--- src/scsi_irq_fifo_buffer_regs_pkg.sv ---
// constants and types for the scsi interrupt, fifo and buffer register slice
package scsi_irq_fifo_buffer_regs_pkg;
  // register byte addresses on the multiplexed bus
  localparam logic [7:0] status2_clear_addr = 8'h48;
  localparam logic [7:0] scsi_event_irq_enable_2_addr = 8'h49;
  localparam logic [7:0] scsi_fifo_byte_port_addr = 8'h4a;
  localparam logic [7:0] buffer_memory_data_port_addr = 8'h50;
  localparam logic [7:0] buffer_offset_and_control_addr = 8'h51;
  // reset values, and the value read from unmapped addresses
  localparam logic [7:0] irq_enable_reset = 8'h00;
  localparam logic [7:0] buffer_data_reset = 8'h00;
  localparam logic [7:0] control_reset = 8'h00;
  localparam logic [7:0] unmapped_read_value = 8'h00;
  // field positions in buffer_offset_and_control
  localparam int offset_lsb = 0;
  localparam int offset_msb = 3;
  localparam int clear_fifo_bit = 4;
  localparam int async_setup_double_bit = 5;
  localparam int dram_burst_bit = 6;
  localparam int test_bit = 7;
  // data set-up in clock periods for each select value
  localparam int setup_single_cycles = 1;
  localparam int setup_double_cycles = 2;
  // dram page-mode burst length when bursting, and the single-access length when not
  localparam logic [2:0] burst_full_len = 3'h4;
  localparam logic [2:0] burst_single_len = 3'h1;

  // microcontroller bus pins, sampled on clk
  typedef struct packed {
    logic ale;
    logic rd_n;
    logic wr_n;
    logic [7:0] ad;
  } mcu_bus_type;

  // async set-up timer states
  typedef enum logic [1:0] {
    st_idle = 2'b00,
    st_wait = 2'b01
  } setup_state_type;
endpackage : scsi_irq_fifo_buffer_regs_pkg

--- src/scsi_irq_fifo_buffer_regs.sv ---
// scsi interrupt enable 2, fifo port, buffer data and buffer status/control registers
// What this block does
// [RULE_01] reset pin or host/buffer reset clears the interrupt enable 2 register
// [RULE_02] enable bit 0 with chosen-as-target flag drives host interrupt low
// [RULE_03] enable bit 1 with re-chosen-as-initiator flag drives host interrupt low
// [RULE_04] enable bit 2 with arbitration-won flag drives host interrupt low
// [RULE_05] enable bit 3 with auto selection complete flag drives host interrupt low
// [RULE_06] enable bit 4 with transfer-complete flag drives host interrupt low
// [RULE_07] enable bit 5 with transfer-stopped flag drives host interrupt low
// [RULE_08] enable bit 6 with bus phase wrong flag drives host interrupt low
// [RULE_09] enable bit 7 with request-seen flag drives host interrupt low
// [RULE_10] fifo port write pushes the byte, read returns fifo output byte
// [RULE_11] fifo port data has no reset value
// [RULE_12] buffer data port reads or writes buffer memory at disk pointer
// [RULE_13] with buffer output enable off, buffer reads return switch levels
// [RULE_14] buffer data and control registers clear on either reset
// [RULE_15] control bits 0-3 read back the running synchronous offset
// [RULE_16] setting clear-fifo resets the scsi fifo before fifo use
// [RULE_17] async set-up select picks one or two clock periods of set-up
// [RULE_18] dram burst bit makes page accesses bursts of four, last shorter
// [RULE_19] software keeps burst bit zero in sram or small-offset initiator mode
// [RULE_20] software keeps control bit 7 cleared, it is for test
// [RULE_21] status 2 flags clear only by writing one, withdrawing the interrupt
// [RULE_22] host interrupt stays low while any enabled pair is active
`timescale 1ns/10ps
module scsi_irq_fifo_buffer_regs
  import scsi_irq_fifo_buffer_regs_pkg::*;
(
  input wire logic clk,
  input wire logic nrst,
  input wire logic host_buf_reset,
  input wire mcu_bus_type mcu_bus,
  output logic [7:0] ad_out,
  output logic ad_oe,
  input wire logic [7:0] status2_flags,
  output logic [7:0] status2_clear,
  output logic host_irq_n,
  output logic fifo_push,
  output logic [7:0] fifo_wdata,
  output logic fifo_pop,
  input wire logic [7:0] fifo_rdata,
  output logic fifo_clear,
  output logic buf_write,
  output logic buf_read_req,
  input wire logic buf_rd_valid,
  input wire logic [7:0] buf_rdata,
  input wire logic [7:0] switch_levels,
  input wire logic buffer_output_enable_off,
  input wire logic [3:0] sync_offset,
  output logic async_setup_double,
  output logic dram_burst_en,
  input wire logic setup_start,
  output logic setup_done,
  input wire logic [7:0] words_left,
  output logic [2:0] burst_len
);
  logic [7:0] addr;
  logic prev_rd_n;
  logic prev_wr_n;
  logic [7:0] irq_enable;
  logic [7:0] buffer_data;
  logic [7:0] control;
  setup_state_type setup_state;
  logic [7:0] next_addr;
  logic [7:0] next_irq_enable;
  logic [7:0] next_buffer_data;
  logic [7:0] next_control;
  logic [7:0] next_ad_out;
  logic next_ad_oe;
  logic [7:0] next_status2_clear;
  logic next_host_irq_n;
  logic next_fifo_push;
  logic next_fifo_pop;
  logic next_fifo_clear;
  logic next_buf_write;
  logic next_buf_read_req;
  logic next_setup_done;
  logic [2:0] next_burst_len;
  setup_state_type next_setup_state;
  logic wr_start;
  logic rd_start;
  logic rd_end;
  logic reading;

  // strobe edges on the sampled bus
  assign wr_start = prev_wr_n & ~mcu_bus.wr_n;
  assign rd_start = prev_rd_n & ~mcu_bus.rd_n;
  assign rd_end = ~prev_rd_n & mcu_bus.rd_n;
  assign reading = ~mcu_bus.rd_n;

  // register file next values
  always_comb begin
    next_addr = mcu_bus.ale ? mcu_bus.ad : addr;
    next_irq_enable = irq_enable;
    next_buffer_data = buffer_data;
    next_control = control;
    next_status2_clear = 8'h00;
    next_fifo_push = 1'b0;
    next_fifo_pop = 1'b0;
    next_fifo_clear = 1'b0;
    next_buf_write = 1'b0;
    next_buf_read_req = 1'b0;
    if (buf_rd_valid) begin
      next_buffer_data = buf_rdata; // [RULE_12]
    end
    if (wr_start) begin
      unique case (addr)
        status2_clear_addr: begin
          next_status2_clear = mcu_bus.ad; // write-one clear strobe [RULE_21]
        end
        scsi_event_irq_enable_2_addr: begin
          next_irq_enable = mcu_bus.ad;
        end
        scsi_fifo_byte_port_addr: begin
          next_fifo_push = 1'b1; // [RULE_10]
        end
        buffer_memory_data_port_addr: begin
          next_buffer_data = mcu_bus.ad; // [RULE_12]
          next_buf_write = 1'b1;
        end
        buffer_offset_and_control_addr: begin
          next_control = {mcu_bus.ad[7:4], 4'h0};
          next_fifo_clear = mcu_bus.ad[clear_fifo_bit]; // [RULE_16]
        end
        default: begin
        end
      endcase
    end
    if (rd_start && addr == buffer_memory_data_port_addr && !buffer_output_enable_off) begin
      next_buf_read_req = 1'b1; // [RULE_12]
    end
    if (rd_end && addr == scsi_fifo_byte_port_addr) begin
      next_fifo_pop = 1'b1; // advance fifo after the byte was read [RULE_10]
    end
    if (host_buf_reset) begin
      next_irq_enable = irq_enable_reset; // [RULE_01]
      next_buffer_data = buffer_data_reset; // [RULE_14]
      next_control = control_reset; // [RULE_14]
    end
  end

  // read mux, registered onto the bus
  always_comb begin
    next_ad_oe = reading;
    next_ad_out = unmapped_read_value;
    if (reading) begin
      unique case (addr)
        scsi_event_irq_enable_2_addr: next_ad_out = irq_enable;
        scsi_fifo_byte_port_addr: next_ad_out = fifo_rdata; // [RULE_10]
        buffer_memory_data_port_addr: begin
          next_ad_out = buffer_output_enable_off ? switch_levels : buffer_data; // [RULE_13]
        end
        buffer_offset_and_control_addr: begin
          next_ad_out = {control[7:4], sync_offset}; // [RULE_15]
        end
        default: next_ad_out = unmapped_read_value;
      endcase
    end
  end

  // interrupt gating and burst sizing
  always_comb begin
    next_host_irq_n = ~|(irq_enable & status2_flags); // [RULE_02] [RULE_03] [RULE_04] [RULE_05] [RULE_22]
    if (control[dram_burst_bit]) begin
      next_burst_len = (words_left < 8'(burst_full_len)) ? words_left[2:0] : burst_full_len; // [RULE_18]
    end else begin
      next_burst_len = burst_single_len; // [RULE_18]
    end
  end

  // async data set-up timer
  always_comb begin
    next_setup_state = setup_state;
    next_setup_done = 1'b0;
    unique case (setup_state)
      st_idle: begin
        if (setup_start) begin
          if (control[async_setup_double_bit]) begin
            next_setup_state = st_wait; // [RULE_17]
          end else begin
            next_setup_done = 1'b1; // [RULE_17]
          end
        end
      end
      st_wait: begin
        next_setup_state = st_idle;
        next_setup_done = 1'b1; // [RULE_17]
      end
    endcase
  end

  // state registers
  always_ff @(posedge clk or negedge nrst) begin
    if (!nrst) begin
      addr <= 8'h00;
      prev_rd_n <= 1'b1;
      prev_wr_n <= 1'b1;
      irq_enable <= irq_enable_reset; // [RULE_01]
      buffer_data <= buffer_data_reset; // [RULE_14]
      control <= control_reset; // [RULE_14]
      setup_state <= st_idle;
      ad_out <= 8'h00;
      ad_oe <= 1'b0;
      status2_clear <= 8'h00;
      host_irq_n <= 1'b1;
      fifo_push <= 1'b0;
      fifo_pop <= 1'b0;
      fifo_clear <= 1'b0;
      buf_write <= 1'b0;
      buf_read_req <= 1'b0;
      async_setup_double <= 1'b0;
      dram_burst_en <= 1'b0;
      setup_done <= 1'b0;
      burst_len <= burst_single_len;
    end else begin
      addr <= next_addr;
      prev_rd_n <= mcu_bus.rd_n;
      prev_wr_n <= mcu_bus.wr_n;
      irq_enable <= next_irq_enable;
      buffer_data <= next_buffer_data;
      control <= next_control;
      setup_state <= next_setup_state;
      ad_out <= next_ad_out;
      ad_oe <= next_ad_oe;
      status2_clear <= next_status2_clear;
      host_irq_n <= next_host_irq_n; // [RULE_06] [RULE_07] [RULE_08] [RULE_09]
      fifo_push <= next_fifo_push;
      fifo_pop <= next_fifo_pop;
      fifo_clear <= next_fifo_clear;
      buf_write <= next_buf_write;
      buf_read_req <= next_buf_read_req;
      async_setup_double <= next_control[async_setup_double_bit];
      dram_burst_en <= next_control[dram_burst_bit];
      setup_done <= next_setup_done;
      burst_len <= next_burst_len;
    end
  end

  // fifo write byte, deliberately without reset [RULE_11]
  always_ff @(posedge clk) begin
    if (wr_start && addr == scsi_fifo_byte_port_addr) begin
      fifo_wdata <= mcu_bus.ad; // [RULE_10]
    end
  end

  // checks
  a_irq_assert: assert property (@(posedge clk) disable iff (!nrst) // [RULE_02] [RULE_03] [RULE_04] [RULE_05]
    (|(irq_enable & status2_flags)) |=> !host_irq_n) // [RULE_06] [RULE_07] [RULE_08] [RULE_09]
    else $error("host interrupt not asserted for enabled event");
  a_irq_release: assert property (@(posedge clk) disable iff (!nrst) // [RULE_22]
    (~|(irq_enable & status2_flags)) |=> host_irq_n)
    else $error("host interrupt low with no enabled event");
  a_enable_softreset: assert property (@(posedge clk) disable iff (!nrst) // [RULE_01]
    host_buf_reset |=> irq_enable == irq_enable_reset)
    else $error("interrupt enable not cleared by host/buffer reset");
  a_control_softreset: assert property (@(posedge clk) disable iff (!nrst) // [RULE_14]
    host_buf_reset |=> control == control_reset && buffer_data == buffer_data_reset && !dram_burst_en)
    else $error("buffer registers not cleared by host/buffer reset");
  a_fifo_push_byte: assert property (@(posedge clk) disable iff (!nrst) // [RULE_10]
    (wr_start && addr == scsi_fifo_byte_port_addr) |=> fifo_push && fifo_wdata == $past(mcu_bus.ad))
    else $error("fifo port write did not push the byte");
  a_fifo_read_byte: assert property (@(posedge clk) disable iff (!nrst) // [RULE_10]
    (reading && addr == scsi_fifo_byte_port_addr) |=> ad_oe && ad_out == $past(fifo_rdata))
    else $error("fifo port read returned wrong byte");
  a_idle_bus: assert property (@(posedge clk) disable iff (!nrst) // [RULE_10]
    !reading |=> !ad_oe && ad_out == unmapped_read_value)
    else $error("read data driven while not reading");
  a_switch_read: assert property (@(posedge clk) disable iff (!nrst) // [RULE_13]
    (reading && addr == buffer_memory_data_port_addr && buffer_output_enable_off)
      |=> ad_out == $past(switch_levels))
    else $error("switch levels not returned");
  a_offset_read: assert property (@(posedge clk) disable iff (!nrst) // [RULE_15]
    (reading && addr == buffer_offset_and_control_addr)
      |=> ad_out[offset_msb:offset_lsb] == $past(sync_offset))
    else $error("running offset not returned");
  a_fifo_clear_pulse: assert property (@(posedge clk) disable iff (!nrst) // [RULE_16]
    (wr_start && addr == buffer_offset_and_control_addr && mcu_bus.ad[clear_fifo_bit])
      |=> fifo_clear ##1 !fifo_clear)
    else $error("clear fifo did not pulse");
  a_setup_double: assert property (@(posedge clk) disable iff (!nrst) // [RULE_17]
    (setup_start && setup_state == st_idle && control[async_setup_double_bit])
      |=> !setup_done ##1 setup_done)
    else $error("double set-up not two periods");
  a_setup_single: assert property (@(posedge clk) disable iff (!nrst) // [RULE_17]
    (setup_start && setup_state == st_idle && !control[async_setup_double_bit]) |=> setup_done)
    else $error("single set-up not one period");
  a_burst_len: assert property (@(posedge clk) disable iff (!nrst) // [RULE_18]
    (control[dram_burst_bit] && words_left >= 8'(burst_full_len)) |=> burst_len == burst_full_len)
    else $error("burst length not four");
  a_short_burst: assert property (@(posedge clk) disable iff (!nrst) // [RULE_18]
    (control[dram_burst_bit] && words_left < 8'(burst_full_len)) |=> burst_len == 3'($past(words_left)))
    else $error("final burst length not the words left");
  a_buf_write: assert property (@(posedge clk) disable iff (!nrst) // [RULE_12]
    (wr_start && addr == buffer_memory_data_port_addr && !host_buf_reset)
      |=> buf_write && buffer_data == $past(mcu_bus.ad))
    else $error("buffer write not issued");
  a_status_clear: assert property (@(posedge clk) disable iff (!nrst) // [RULE_21]
    (wr_start && addr == status2_clear_addr) |=> status2_clear == $past(mcu_bus.ad))
    else $error("status clear strobe does not carry the written mask");
  c_irq_seen: cover property (@(posedge clk) disable iff (!nrst) $fell(host_irq_n));
  c_buffer_fetch: cover property (@(posedge clk) disable iff (!nrst) buf_read_req ##[1:4] buf_rd_valid);
  c_fifo_cycle: cover property (@(posedge clk) disable iff (!nrst) fifo_push ##[1:50] fifo_pop);
  c_double_setup: cover property (@(posedge clk) disable iff (!nrst) setup_state == st_wait ##1 setup_done);
  c_short_burst: cover property (@(posedge clk) disable iff (!nrst) dram_burst_en && burst_len < burst_full_len);
endmodule : scsi_irq_fifo_buffer_regs

--- config.mk ---
export PLATFORM = sky130hd
export DESIGN_NAME = scsi_irq_fifo_buffer_regs
export DESIGN_NICKNAME = d
export VERILOG_FILES = /design/src/scsi_irq_fifo_buffer_regs_pkg.sv /design/src/scsi_irq_fifo_buffer_regs.sv
export SDC_FILE = /design/constraint.sdc
export NUM_CORES = 1
export LEC_CHECK = 0
export ABC_AREA = 1
export BUFFER_PORTS_ARGS = -buffer_cell sky130_fd_sc_hd__buf_4
export CELL_PAD_IN_SITES_DETAIL_PLACEMENT = 1
export CELL_PAD_IN_SITES_GLOBAL_PLACEMENT = 1
export CORE_UTILIZATION = 33
export DETAILED_ROUTE_END_ITERATION = 10
export GPL_ROUTABILITY_DRIVEN = 0
export PLACE_DENSITY = 0.82
export REMOVE_ABC_BUFFERS = 1
export SETUP_SLACK_MARGIN = 0.05
export SYNTH_ARGS = -nofsm -noshare
export SYNTH_HDL_FRONTEND = slang
export SYNTH_SLANG_ARGS = --single-unit
--- constraint.sdc ---
create_clock -name clk -period 1.5 [get_ports clk]
set_clock_uncertainty 0.05 [all_clocks]
set_input_delay 0.075 -clock clk [delete_from_list [all_inputs] [get_ports clk]]
set_output_delay 0.075 -clock clk [all_outputs]
set_load 0.01 [all_outputs]
==> Word level (Yosys, flattened, before mapping) <==
Index checks and enable logic that the tools add are counted.
{ "classes": {"order_cmp": 1, "mux": 31, "n_bitwise": 7, "n_reduce_logical": 14, "n_eq_ne": 8} }
{ "op_table": {"columns": ["operator", "count"], "rows": [
  ["$mux W8", 14],
  ["$eq A8 B7 Y1 const B", 5],
  ["$pmux W8 S4", 1],
  ["$mux W1", 10],
  ["$and A8 B8 Y8", 1],
  ["$lt A8 B3 Y1 const B", 1],
  ["$reduce_or A8 Y1", 1],
  ["$mux W3", 2],
  ["$reduce_and A2 Y1", 3],
  ["$reduce_bool A2 Y1", 3],
  ["$logic_and A1 B1 Y1", 4],
  ["$mux W2", 2],
  ["$ne A2 B2 Y1 const B", 2],
  ["$pmux W2 S2", 1],
  ["$and A1 B1 Y1", 3],
  ["$not A1 Y1", 3],
  ["$eq A2 B1 Y1 const B", 1],
  ["$logic_not A1 Y1", 2],
  ["$logic_not A2 Y1", 1],
  ["$pmux W1 S2", 1]
]} }
{ "totals": {"out_inout_bits": 37, "wordCells": 83, "ff_bits": 73} }

==> Logic depth before layout (Yosys ltp) <==
{ "logic_depth": {"ltp_word": 5, "mapped_depth": 9} }

==> Least setup slack after synthesis <==
No wires, ideal clock.
{ "synth_path": {"kind": "register -> register", "from": "register addr[2]", "to": "register fifo_wdata[0], enable pin", "synth_period_minus_slack_ns": 1.698, "t_required_ns": 1.077, "setup_time_ns": 0.373, "n_path_buf": 0, "path_slack_ns": -0.198, "arrival_ns": 1.274, "stages_incl_launch_ff": 6, "cell_sequence": "dfrtp_1 -> inv_2 -> nand2_2 -> nor2_2 -> nand2_1 -> nor2_1"} }
{ "synth_via": {"elab_chain_len": 2} }
{ "synth_rtl": {"columns": ["element", "line_no", "source"], "rows": [
  ["start, declared", "scsi_irq_fifo_buffer_regs.sv:57", "logic [7:0] addr;"],
  ["start signal, assigned", "scsi_irq_fifo_buffer_regs.sv:216", "addr <= next_addr;"],
  ["$eq A8 B7 Y1", "scsi_irq_fifo_buffer_regs.sv:241", "if (wr_start && addr == scsi_fifo_byte_port_addr) begin"],
  ["$logic_and A1 B1 Y1", "scsi_irq_fifo_buffer_regs.sv:241", null],
  ["end signal, assigned", "scsi_irq_fifo_buffer_regs.sv:242", "fifo_wdata <= mcu_bus.ad;"],
  ["end, declared", "scsi_irq_fifo_buffer_regs.sv:39", "output logic [7:0] fifo_wdata,"]
]} }
Every way passes these cells.
A chain may end at the register's enable or synchronous reset.

==> Final worst setup path <==
{ "layout_path": {"from": "register prev_wr_n", "to": "register fifo_wdata[4], enable pin"} }
{ "layout_via": {"elab_chain_len": 2} }
{ "layout_rtl": {"columns": ["element", "line_no", "source"], "rows": [
  ["start, declared", "scsi_irq_fifo_buffer_regs.sv:59", "logic prev_wr_n;"],
  ["start signal, assigned", "scsi_irq_fifo_buffer_regs.sv:218", "prev_wr_n <= mcu_bus.wr_n;"],
  ["$and A1 B1 Y1", "scsi_irq_fifo_buffer_regs.sv:86", "assign wr_start = prev_wr_n & ~mcu_bus.wr_n;"],
  ["$logic_and A1 B1 Y1", "scsi_irq_fifo_buffer_regs.sv:241", null]
]} }
Every way passes these cells.

==> results_dict.tcl <==
set metrics [dict create \
    fin_ws_ns 0.00496 \
    fmax_mhz 669 \
    drive_above_1_share 0.355 \
    clk_path_buf_depth 2 \
    cp-end-kind "flip-flop" \
    cts_tree "done" \
    crit_family "flip-flops" \
    design.die.area_sq_um 9560 \
    status "finished, violations left" \
    fp.dieH_microns 97.8 \
    dp.cells 545 \
    ys_seq_elements 66 \
    avgViaCountPerCell 4.93 \
    holdPathStages 5 \
    r2r_start "prev_wr_n$_DFF_PN1_" \
    min-delay-start "words_left[6]" \
    crit_fanout 5 \
    synth_commonest_cells "nand2_1, nor2_1, dfrtp_1" \
    reg2reg_depth 5 \
    fillCellCount 1042 \
    vias 2941 \
    route.detailed.drc 16 \
    cp.required_ns 1.52 \
    dp_slack_ns -0.00895 \
    violations "design-rule violations" \
    synthesis.area_sq_um 3030 \
    grt_max_degree 33 \
    ys_async_sr_fraction 0.879 \
    ys.flop_type "dfrtp_1" \
    relSlewSlack 0.737 \
    layout.cells.non_filler 596 \
    worstSetupPathType "flip-flop to flip-flop" \
    routedWlPerCell_microns 16.7 \
    cp-start-kind "flip-flop" \
    setup_viol 0 \
    grtUsageMet3 0.0587 \
    hold_viol_final 0 \
    cts_root_buf "clkbuf_8" \
    yosys_warnings 0 \
    r2r_slack_ns 0.005 \
    n_antenna_cell 0 \
    fin_nets 544 \
    die_w_microns 97.8 \
    r2r_end "fifo_wdata[4]$_DFFE_PP_" \
    avgSynthCellArea_sq_um 8.78 \
    totalPowerFinal_uw 3910 \
    crit_chain "inv_1 -> nor2_4 -> inv_1 -> nor2_4 -> buf_6" \
    synth_edf_count 8 \
    fin_crit_sh 0.997 \
    synth_area_leaders "dfrtp_1, nand2_1, edfxtp_1, nand3_1, nor2_1" \
    max_cap_viol_count 0 \
    yosysUniqueCellTypes 29 \
    holdWs_ns 0.00980 \
    worst_pin_slew_ns 0.394 \
    io_pins 98 \
    dp_hpwl_mm 6.67 \
    drt_iter0_drc 138 \
    min-delay-path-class "input pin to flip-flop" \
    max_stage_delay_ns 0.53 \
    routed_wl_mm 9.94 \
    place.port_buffers 97 \
    slew_violations 0 \
    slowest_stage "dfstp_2" \
    rsz0062_at_grt "yes" \
    busiest_layer "met2" \
    cts_max_level 3 \
    clock-sinks 66 \
    num_rows 34 \
    yosysMostFrequentCell "nand2_1" \
    peakVddDrop_v 0.000579 \
    path_buf_inv 3 \
    grt_remaining_overflow 0 \
    area_growth_pct 50.1 \
    ant_nets 0 \
    grt_pass1_vias 3097 \
    synth.top_cell.area_share 0.446 \
    yosys.area.top_type "dfrtp_1" \
    grtUsageTotal 0.207 \
    synthCells 345 \
    min_period_ns 1.50 \
    insertion_delay_ns 0.35 \
    p_leak_uw 0.00225 \
    use_met1 0.243 \
    dr.pass1.iters 7 \
    ys_seq_area_frac 0.560 \
    antenna_found_initial 0 \
    initial_core_util 0.344 \
    use_met2 0.375 \
    pwr_density_cell_nw_per_um2 861 \
    coreArea_sq_um 8810 \
    cts_buffers 9 \
    cts.clk_slew.worst_paths_ns 0.08 \
    grt_pass1_wl_mm 15.2 \
    worstPathArrival_ns 1.52 \
    whs_endpoint "burst_len[2]$_DFF_PN0_" \
]
[layout make-up]
| cell class | count | area (sq um) | area share |
|---|---|---|---|
| tap | 108 | 135 | 0.0297 |
| clock buffer | 9 | 124 | 0.0273 |
| inverter | 23 | 86.3 | 0.0190 |
| timing repair buffer | 142 | 1210 | 0.267 |
| multi-input combinational | 241 | 1220 | 0.268 |
| clock inverter | 7 | 70.1 | 0.0154 |
| sequential | 66 | 1700 | 0.373 |
[worst reg2reg max path, stage by stage (launching register included)]
cell and delay, ns:
dfstp_2 0.53, inv_1 0.06, nor2_4 0.13, inv_1 0.13
nor2_4 0.17, buf_6 0.14
[sequential cells by signal, summed over array words and instances, names as in the netlist, 3 cells and up]
| register | flops |
|---|---|
| ad_out | 8 |
| buffer_data | 8 |
| fifo_wdata | 8 |
| status2_clear | 8 |
| addr | 8 |
| burst_len | 3 |
| irq_enable | 8 |
| control | 4 |
[metrics by stage]
step	TNS, ns	utilization	area (sq um)
after global placement	0	0.442	3890
final	0	0.516	4540
after CTS	0	0.497	4380
after detailed placement	-0.0722	0.442	3890
after global routing	-0.185	0.516	4540
after floorplan	-10.12	-	2920
[logic make-up after synthesis]
group / after synthesis / synth area share
AOI/OAI and AO/OA: 34 / 0.0612
buffers and inverters: 39 / 0.0628
DFF: 66 / 0.560
muxes: 1 / 0.00372
and+or+nand+nor: 205 / 0.312
[what timing repair did]
action / in CTS / in global routing
setup endpoints to repair: 21 / 40
gates cloned: 1 / 3
gates resized for setup: 11 / 15
hold endpoints to repair: 114 / 0
hold buffers: 23 / 0
pin swaps: 3 / 10
buffers inserted: 2 / 6
[placed cells by master, fill, tap and decap left out, drive strengths merged]
cell / count
mux2: 1
nor3b: 1
dlygate4sd3: 23
nand4: 3
inv: 23
nand3: 48
o31ai: 5
clkbuf: 10
clkinv: 2
bufinv: 1
nor2: 67
a21oi: 9
o21bai: 1
nor3: 1
dfrtp: 54
o21ai: 19
buf: 118
edfxtp: 8
nand2: 86
dfstp: 4
clkinvlp: 4
[worst max path at each step]
| stage | startpoint | end | slack, ns | cells past startpoint |
|---|---|---|---|---|
| after floorplan | addr[7]$_DFFE_PN0P_ | fifo_wdata[0]$_DFFE_PP_ | -0.63 | 5 |
| final | prev_wr_n$_DFF_PN1_ | fifo_wdata[4]$_DFFE_PP_ | 0.005 | 5 |
| after global routing | addr[4]$_DFFE_PN0P_ | irq_enable[2]$_DFFE_PN0P_ | -0.04 | 6 |
| after global placement | addr[7]$_DFFE_PN0P_ | fifo_wdata[5]$_DFFE_PP_ | 0.04 | 6 |
| after CTS | prev_wr_n$_DFF_PN1_ | buffer_data[0]$_DFF_PN0_ | 0.05 | 6 |
| after detailed placement | addr[7]$_DFFE_PN0P_ | fifo_wdata[6]$_DFFE_PP_ | -0.009 | 6 |
[metal layers]
metal	vias up	wire length, microns
met5	-	0
met4	0	92
met3	15	533
met2	82	5320
met1	1455	3990
li1	1389	-
[power breakdown]
group / leakage, uW / internal [uW] / switching (uW)
clock network: 0.0000873 / 759 / 720
registers: 0.000844 / 1850 / 19.1
logic: 0.00132 / 259 / 307
total: 0.00225 / 2870 / 1050
No activity file was read; power rests on OpenSTA's default activity.
